**src/common/dbg_glue_pkg.sv**
```systemverilog
package dbg_glue_pkg;
  // ==========================================
  // Area-0 address windows
  localparam int ADDR_W = 26;
  localparam logic [25:0] OPEN_FLASH_BASE = 26'h0000000;
  localparam logic [25:0] OPEN_EPROM_BASE = 26'h1000000;
  localparam logic [25:0] OPEN_NET_BASE = 26'h1400000;
  localparam logic [25:0] OPEN_LED_BASE = 26'h1800000;
  localparam logic [25:0] SHORT_EPROM_BASE = 26'h0000000;
  localparam logic [25:0] SHORT_NET_BASE = 26'h0400000;
  localparam logic [25:0] SHORT_LED_BASE = 26'h0800000;
  localparam logic [25:0] SHORT_FLASH_BASE = 26'h1000000;
  localparam int SMALL_WIN_LSB = 22;
  localparam int FLASH_WIN_LSB = 24;
  // ==========================================
  // Waits and configuration
  localparam int WAIT_SW_W = 4;
  localparam int NET_IRQ_LINES = 4;
  localparam logic [2:0] WAIT_FALLBACK = 3'h1;
  localparam logic [2:0] WAIT_NORMAL = 3'h0;
  localparam int LED_W = 8;
  localparam logic [7:0] LED_RESET = 8'hFF;
  // ==========================================
  // Register map
  localparam logic [7:0] REG_STATUS = 8'h00;
  localparam logic [7:0] REG_CTRL = 8'h04;
  localparam logic [7:0] REG_LED = 8'h08;
  localparam logic [31:0] CTRL_RESET = 32'h00000000;
  localparam int CTRL_FREEZE_BIT = 0;
  localparam int ST_REGION_BIT = 8;
  localparam int ST_SLOW_BIT = 9;
  localparam int ST_WAIT_LSB = 12;
  localparam int ST_ROUTE_LSB = 16;
  localparam int ST_BUSY_BIT = 20;
  localparam logic [1:0] RESP_OKAY = 2'h0;
  localparam logic [1:0] RESP_DECERR = 2'h3;
  typedef enum logic [1:0] {
    DG_IDLE,
    DG_WAIT,
    DG_HOLD
  } dg_cycle_t;
endpackage

```
**src/verilog/dbg_glue.sv**
```systemverilog
`timescale 1ns/1ps
`default_nettype none
module dbg_glue import dbg_glue_pkg::*; (
  input wire logic clk, // Processor bus clock output
  input wire logic rstn, // Synchronous reset, active low
  input wire logic busCsN, // Area-0 select from host
  input wire logic busRdN, // Read strobe
  input wire logic busWeN, // Write strobe
  input wire logic [ADDR_W-1:0] busAddr, // Host address
  input wire logic [7:0] lowDataByte, // Data bits 7..0
  output logic busWaitN, // Wait to host, low stalls
  output logic flashCeN, // Board flash enable
  output logic epromCeN, // EPROM enable
  output logic netCsN, // Network controller select
  output logic [LED_W-1:0] ledN, // LED drive, low is lit
  output logic expClkEn, // Expansion bus clock tick
  input wire logic netIrq, // Network controller interrupt pin
  output logic [NET_IRQ_LINES-1:0] extIrq, // External interrupt lines
  input wire logic regionSelectJumper, // High when shorted
  input wire logic [NET_IRQ_LINES-1:0] netIrqRouteJumper, // a..d, high when shorted
  input wire logic busSpeedSwitch, // High when on (low speed)
  input wire logic [WAIT_SW_W-1:0] waitCycleSwitch, // High when on
  input wire logic [7:0] s_axi_awaddr, // AXI write address
  input wire logic s_axi_awvalid, // AXI write address valid
  output logic s_axi_awready, // AXI write address ready
  input wire logic [31:0] s_axi_wdata, // AXI write data
  input wire logic [3:0] s_axi_wstrb, // AXI byte enables
  input wire logic s_axi_wvalid, // AXI write data valid
  output logic s_axi_wready, // AXI write data ready
  output logic [1:0] s_axi_bresp, // AXI write response
  output logic s_axi_bvalid, // AXI write response valid
  input wire logic s_axi_bready, // AXI response ready
  input wire logic [7:0] s_axi_araddr, // AXI read address
  input wire logic s_axi_arvalid, // AXI read address valid
  output logic s_axi_arready, // AXI read address ready
  output logic [31:0] s_axi_rdata, // AXI read data
  output logic [1:0] s_axi_rresp, // AXI read response
  output logic s_axi_rvalid, // AXI read valid
  input wire logic s_axi_rready // AXI read ready
);

  // ==========================================
  // Pin synchronisers
  localparam int SYNC_W = 2 + WAIT_SW_W + NET_IRQ_LINES + 1;
  logic [SYNC_W-1:0] syncA_r;
  logic [SYNC_W-1:0] syncB_r;

  always_ff @(posedge clk) begin
    if (!rstn) begin
      syncA_r <= '0;
      syncB_r <= '0;
    end else begin
      syncA_r <= {netIrq, regionSelectJumper, busSpeedSwitch,
                  waitCycleSwitch, netIrqRouteJumper};
      syncB_r <= syncA_r;
    end
  end

  logic irqS;
  logic regionS;
  logic slowS;
  logic [WAIT_SW_W-1:0] waitS;
  logic [NET_IRQ_LINES-1:0] routeS;
  assign {irqS, regionS, slowS, waitS, routeS} = syncB_r;

  // ==========================================
  // Configuration snapshot
  logic [31:0] ctrl_r;
  logic region_r;
  logic slow_r;
  logic [2:0] waitSel_r;
  logic [2:0] waitSelNxt;
  dg_cycle_t state_r;

  always_comb begin
    unique case (waitS)
      4'h1: waitSelNxt = 3'h1;
      4'h2: waitSelNxt = 3'h2;
      4'h4: waitSelNxt = 3'h3;
      4'h8: waitSelNxt = 3'h4;
      default: waitSelNxt = WAIT_FALLBACK;
    endcase
    if (!slowS) begin
      waitSelNxt = WAIT_NORMAL;
    end
  end

  // Only reloaded between accesses, so a moving switch never bends a cycle
  always_ff @(posedge clk) begin
    if (!rstn) begin
      region_r <= 1'b0;
      slow_r <= 1'b0;
      waitSel_r <= WAIT_NORMAL;
    end else if (state_r == DG_IDLE && busCsN && !ctrl_r[CTRL_FREEZE_BIT]) begin
      region_r <= regionS;
      slow_r <= slowS;
      waitSel_r <= waitSelNxt;
    end
  end

  // ==========================================
  // Expansion clock divider
  logic half_r;

  always_ff @(posedge clk) begin
    if (!rstn) begin
      half_r <= 1'b0;
    end else begin
      half_r <= ~half_r;
    end
  end

  assign expClkEn = slow_r ? half_r : 1'b1;

  // ==========================================
  // Area-0 decoder
  logic hitFlash;
  logic hitEprom;
  logic hitNet;
  logic hitLed;
  logic [3:0] winIdx;

  // Small windows are 4 MB, so the top four address bits pick one
  assign winIdx = busAddr[ADDR_W-1:SMALL_WIN_LSB];

  always_comb begin
    if (!region_r) begin
      hitFlash = busAddr[ADDR_W-1:FLASH_WIN_LSB]
        == OPEN_FLASH_BASE[ADDR_W-1:FLASH_WIN_LSB];
      hitEprom = winIdx == OPEN_EPROM_BASE[ADDR_W-1:SMALL_WIN_LSB];
      hitNet = winIdx == OPEN_NET_BASE[ADDR_W-1:SMALL_WIN_LSB];
      hitLed = winIdx == OPEN_LED_BASE[ADDR_W-1:SMALL_WIN_LSB];
    end else begin
      hitEprom = winIdx == SHORT_EPROM_BASE[ADDR_W-1:SMALL_WIN_LSB];
      hitNet = winIdx == SHORT_NET_BASE[ADDR_W-1:SMALL_WIN_LSB];
      hitLed = winIdx == SHORT_LED_BASE[ADDR_W-1:SMALL_WIN_LSB];
      hitFlash = busAddr[ADDR_W-1:FLASH_WIN_LSB]
        == SHORT_FLASH_BASE[ADDR_W-1:FLASH_WIN_LSB];
    end
  end

  logic sel;
  assign sel = !busCsN;
  assign flashCeN = !(sel && hitFlash);
  // LED window is read back as EPROM
  assign epromCeN = !(sel && (hitEprom || (hitLed && !busRdN)));
  assign netCsN = !(sel && hitNet);

  // ==========================================
  // Access sequencer and wait inserter
  logic [2:0] waitCnt_r;
  logic csPrev_r;

  always_ff @(posedge clk) begin
    if (!rstn) begin
      csPrev_r <= 1'b1;
    end else begin
      csPrev_r <= busCsN;
    end
  end

  // Waits are counted in expansion clock ticks, so low speed doubles them
  always_ff @(posedge clk) begin
    if (!rstn) begin
      state_r <= DG_IDLE;
      waitCnt_r <= '0;
    end else begin
      unique case (state_r)
        DG_IDLE: begin
          if (csPrev_r && !busCsN) begin
            waitCnt_r <= waitSel_r;
            state_r <= (waitSel_r != 3'h0) ? DG_WAIT : DG_HOLD;
          end
        end
        DG_WAIT: begin
          if (expClkEn) begin
            waitCnt_r <= waitCnt_r - 3'h1;
            if (waitCnt_r == 3'h1) begin
              state_r <= DG_HOLD;
            end
          end
        end
        DG_HOLD: begin
          if (busCsN) begin
            state_r <= DG_IDLE;
          end
        end
      endcase
    end
  end

  assign busWaitN = !(state_r == DG_WAIT ||
                      (state_r == DG_IDLE && csPrev_r && !busCsN && waitSel_r != 3'h0));

  // ==========================================
  // LED latch
  logic [LED_W-1:0] led_r;
  logic swLedWr;
  logic [31:0] wdata_r;

  // Host is trusted to write a 16-bit word so bits 7..0 are driven
  always_ff @(posedge clk) begin
    if (!rstn) begin
      led_r <= LED_RESET;
    end else if (sel && hitLed && !busWeN && csPrev_r) begin
      led_r <= lowDataByte;
    end else if (swLedWr) begin
      led_r <= wdata_r[LED_W-1:0];
    end
  end

  assign ledN = led_r;

  // ==========================================
  // Interrupt routing
  logic [NET_IRQ_LINES-1:0] extIrq_r;

  always_ff @(posedge clk) begin
    if (!rstn) begin
      extIrq_r <= '0;
    end else begin
      extIrq_r <= routeS & {NET_IRQ_LINES{irqS}};
    end
  end

  assign extIrq = extIrq_r;

  // ==========================================
  // AXI4-Lite slave
  logic awHeld_r;
  logic wHeld_r;
  logic [7:0] awaddr_r;
  logic [3:0] wstrb_r;
  logic doWrite;

  assign s_axi_awready = !awHeld_r && !s_axi_bvalid;
  assign s_axi_wready = !wHeld_r && !s_axi_bvalid;
  assign doWrite = awHeld_r && wHeld_r && !s_axi_bvalid;

  always_ff @(posedge clk) begin
    if (!rstn) begin
      awHeld_r <= 1'b0;
      awaddr_r <= 8'h00;
    end else if (s_axi_awvalid && s_axi_awready) begin
      awHeld_r <= 1'b1;
      awaddr_r <= s_axi_awaddr;
    end else if (doWrite) begin
      awHeld_r <= 1'b0;
    end
  end

  always_ff @(posedge clk) begin
    if (!rstn) begin
      wHeld_r <= 1'b0;
      wdata_r <= 32'h00000000;
      wstrb_r <= 4'h0;
    end else if (s_axi_wvalid && s_axi_wready) begin
      wHeld_r <= 1'b1;
      wdata_r <= s_axi_wdata;
      wstrb_r <= s_axi_wstrb;
    end else if (doWrite) begin
      wHeld_r <= 1'b0;
    end
  end

  assign swLedWr = doWrite && awaddr_r == REG_LED && wstrb_r[0];

  always_ff @(posedge clk) begin
    if (!rstn) begin
      ctrl_r <= CTRL_RESET;
    end else if (doWrite && awaddr_r == REG_CTRL && wstrb_r[0]) begin
      ctrl_r <= {31'h0, wdata_r[CTRL_FREEZE_BIT]};
    end
  end

  always_ff @(posedge clk) begin
    if (!rstn) begin
      s_axi_bvalid <= 1'b0;
      s_axi_bresp <= RESP_OKAY;
    end else if (doWrite) begin
      s_axi_bvalid <= 1'b1;
      s_axi_bresp <= (awaddr_r == REG_CTRL || awaddr_r == REG_LED)
                     ? RESP_OKAY : RESP_DECERR;
    end else if (s_axi_bready) begin
      s_axi_bvalid <= 1'b0;
    end
  end

  logic [31:0] status;
  always_comb begin
    status = 32'h00000000;
    status[LED_W-1:0] = led_r;
    status[ST_REGION_BIT] = region_r;
    status[ST_SLOW_BIT] = slow_r;
    status[ST_WAIT_LSB +: 3] = waitSel_r;
    status[ST_ROUTE_LSB +: NET_IRQ_LINES] = routeS;
    status[ST_BUSY_BIT] = state_r != DG_IDLE;
  end

  assign s_axi_arready = !s_axi_rvalid;

  always_ff @(posedge clk) begin
    if (!rstn) begin
      s_axi_rvalid <= 1'b0;
      s_axi_rdata <= 32'h00000000;
      s_axi_rresp <= RESP_OKAY;
    end else if (s_axi_arvalid && s_axi_arready) begin
      s_axi_rvalid <= 1'b1;
      s_axi_rresp <= RESP_OKAY;
      unique case (s_axi_araddr)
        REG_STATUS: s_axi_rdata <= status;
        REG_CTRL: s_axi_rdata <= ctrl_r;
        REG_LED: s_axi_rdata <= {24'h0, led_r};
        default: begin
          s_axi_rdata <= 32'h00000000;
          s_axi_rresp <= RESP_DECERR;
        end
      endcase
    end else if (s_axi_rready) begin
      s_axi_rvalid <= 1'b0;
    end
  end

endmodule // dbg_glue
`default_nettype wire

```
**config.mk**
```make
export PLATFORM = sky130hd
export DESIGN_NAME = dbg_glue
export DESIGN_NICKNAME = d
export VERILOG_FILES = /design/src/common/dbg_glue_pkg.sv /design/src/verilog/dbg_glue.sv
export SDC_FILE = /design/constraint.sdc
export NUM_CORES = 1
export LEC_CHECK = 0
export ABC_AREA = 1
export BUFFER_PORTS_ARGS = -buffer_cell sky130_fd_sc_hd__buf_4
export CAP_MARGIN = 15
export CORE_UTILIZATION = 45
export DETAILED_ROUTE_END_ITERATION = 16
export HOLD_SLACK_MARGIN = 0.06
export PLACE_DENSITY = 0.77
export SETUP_SLACK_MARGIN = 0.3
export SYNTH_ARGS = -nofsm -noshare
export SYNTH_HDL_FRONTEND = slang
export SYNTH_SLANG_ARGS = --single-unit
```
**constraint.sdc**
```tcl
create_clock -name clk -period 1.75 [get_ports clk]
set_clock_uncertainty 0.15 [all_clocks]
set_input_delay 0.35 -clock clk [delete_from_list [all_inputs] [get_ports clk]]
set_output_delay 0.35 -clock clk [all_outputs]
set_load 0.01 [all_outputs]
```
==> results.toml <==
[timing]
setup_slack_ns = -0.0391
maxSlewViolCount = 0
min_period_ns = 1.79
tns_ns = -0.0391
setup_viol = 1
finalHoldViolCount = 0
max_freq_mhz = 559
period_share_pct = 102
rsz0062_at_grt = "yes"

[setup_path]
critPathKind = "reg -> out"
worstPathBufferInverterCount = 2
cp_data_arrival_time_ns = 1.29
path_cells = "buf_4 > ha_4 > a21oi_2 > buf_4"
cp-end-kind = "output pin"
cp_common_cell = "buf_4"
critPathMaxFanout = 6
slowest_stage = "dfxtp_4"
start_kind = "register"
slowest_delay_ns = 0.36
required_ns = 1.25
critPathTopFamily = "flip-flops"

[routing]
vias_per_cell = 4.77
detail-route-antenna-nets = 0
drt_iter0_markers = 148
wl_per_cell_microns = 12.7
vias = 3513
drc = 0
drt-total-wl_microns = 9390
drtPass1Iterations = 4

[clocking]
root_buffer = "clkbuf_8"
clock_path_buffers = 2
insertion_delay_ns = 0.35
cts_tree = "built"
cts_buffers = 9
clk_pin_slew_ns = 0.08
clock_sinks = 88
h-tree-depth = 3

[floorplanning]
io_pins = 165
die_y_microns = 93.5
fp.coreArea_sq_um = 7930
die_area_sq_um = 8740
start_util_pct = 47.5
placementRows = 32
die_x_microns = 93.5

[outcome]
violations = "setup timing"
status = "finished, violations left"

[yosys]
synth_common_cells = "nand2_1, dfxtp_1, inv_1"
syn_avg_cell_area_sq_um = 7.46
ys_ff_latch = 88
postSynthCellCount = 505
synth_edf_count = 0
yosysWarningCount = 0
netlist_area_sq_um = 3760
synth_largest_area_cell = "dfxtp_1"
synthTopCellsByArea = "dfxtp_1, nand2_1, inv_1"
synth.most_common_cell = "nand2_1"
synth_top_cell_area_share_pct = 46.8
synthArstFlopShare_pct = 0
ys_types = 28
synthFlopType = "dfxtp_1"
yosysSeqAreaShare_pct = 46.8

[cells_and_area]
antenna_cells = 0
areaGrowthSynthToFinish_pct = 39.0
final_nets = 742
fin_cells = 737
drive_above_1_share_pct = 33.1
fill_cells = 659

[place]
dp.cells = 688
dp_slack_ns = 0.131
io_buffers = 101
place_congestion = 0.827
dp.final_hpwl_microns = 5950

[power]
ir_drop_v = 0.000570
p_per_area_nw_per_um2 = 1000
power_leakage_nw = 2.57
power_mw = 5.24

[flow_run]
cap_violations = 0

[global_route]
antenna_found_initial = 0
grt_max_degree = 40
overflow = 0
grt_pass1_vias = 3191
grt_usage_pct = 20.7
grt_pass1_wl_microns = 14300

[worst_hold_path]
worstHoldPathType = "in -> reg"
-- worst min-delay path, cell delays in order --
cell     delay, ns
buf_4         0.07
o21ai_0       0.07
nor2_1        0.07
-- power breakdown --
group,switching [mW],internal [mW],leakage [nW]
clock,0.731,0.557,0.0887
combinational,0.888,0.782,1.75
sequential,0.109,2.17,0.729
total,1.73,3.51,2.57
-- layout make-up --
cell class / count / area, sq um / area share (%)
clock inverters: 6 / 42.5 / 0.813
multi-input cells: 317 / 1680 / 32.2
flip-flops and latches: 88 / 1780 / 34.1
clock buffers: 10 / 138 / 2.63
repair buffers: 141 / 1180 / 22.5
well taps: 102 / 128 / 2.44
inverters: 73 / 280 / 5.36
-- layer usage --
metal / up-vias / share of wire (%) / track usage, %
li1: 1799 / - / -
met1: 1601 / 42 / 24.8
met2: 98 / 51 / 35.8
met3: 15 / 5.0 / 3.82
met4: 0 / 2.1 / 9.49
met5: - / 0 / 0
-- kinds of logic (layout without fill, tap and decap cells) --
group                      count (synthesis)  in the layout  synth area share (%)
AOI/OAI and AO/OA                         83             83                  11.1
adders and majority gates                  5              5                  1.66
buffers and inverters                    114            230                  14.6
DFF                                       88             88                  46.8
other                                      1             14                0.0996
and+or+nand+nor                          214            215                  25.8
-- registers in the layout (all words and copies together) (netlist names), 2 cells and up --
| register | flops |
|---|---|
| waitCnt_r | 3 |
| wdata_r | 8 |
| ledN | 8 |
| syncB_r | 11 |
| extIrq | 4 |
| waitSel_r | 3 |
| s_axi_rdata | 18 |
| syncA_r | 11 |
| state_r | 2 |
| awaddr_r | 8 |
-- through the flow --
stage          utilization, %  hold slack (ns)  area, sq um
3_5_place_dp             56.9            0.247         4510
2_1_floorplan               -            0.240         3810
6_report                 66.0           0.0971         5230
4_1_cts                  63.8           0.0879         5060
3_3_place_gp             56.9            0.245         4510
5_1_grt                  66.0           0.0948         5230
-- layout by cell type (no fill, tap or decap), drive strengths merged --
master       instances
o21ai               44
clkinvlp             2
inv                 72
dfxtp               88
or2                  1
o21a                 1
conb                14
a21oi               38
nor3                 1
nor2                67
dlygate4sd3         11
nand3b               8
clkbuf              10
buf                130
ha                   5
nand3               39
nand2               96
clkinv               5
nand4                3
-- final timing paths --
kind	to	slack, ns	cells after the start	start
setup / recovery	busWaitN	-0.04	4	state_r[0]
hold / removal	awaddr_r[4]	0.1	3	s_axi_awaddr[4]
setup reg to reg	state_r[1]	0.07	7	state_r[1]
hold reg to reg	syncB_r[10]	0.26	2	syncA_r[10]
-- timing repair --
action,CTS,global route
hold buffers,11,0
resized for setup,48,38
pin swaps,10,13
setup endpoints to repair,24,34
cloned,0,1
setup buffers,15,6
hold endpoints to repair,11,0
Power figures use the tool's default switching activity.
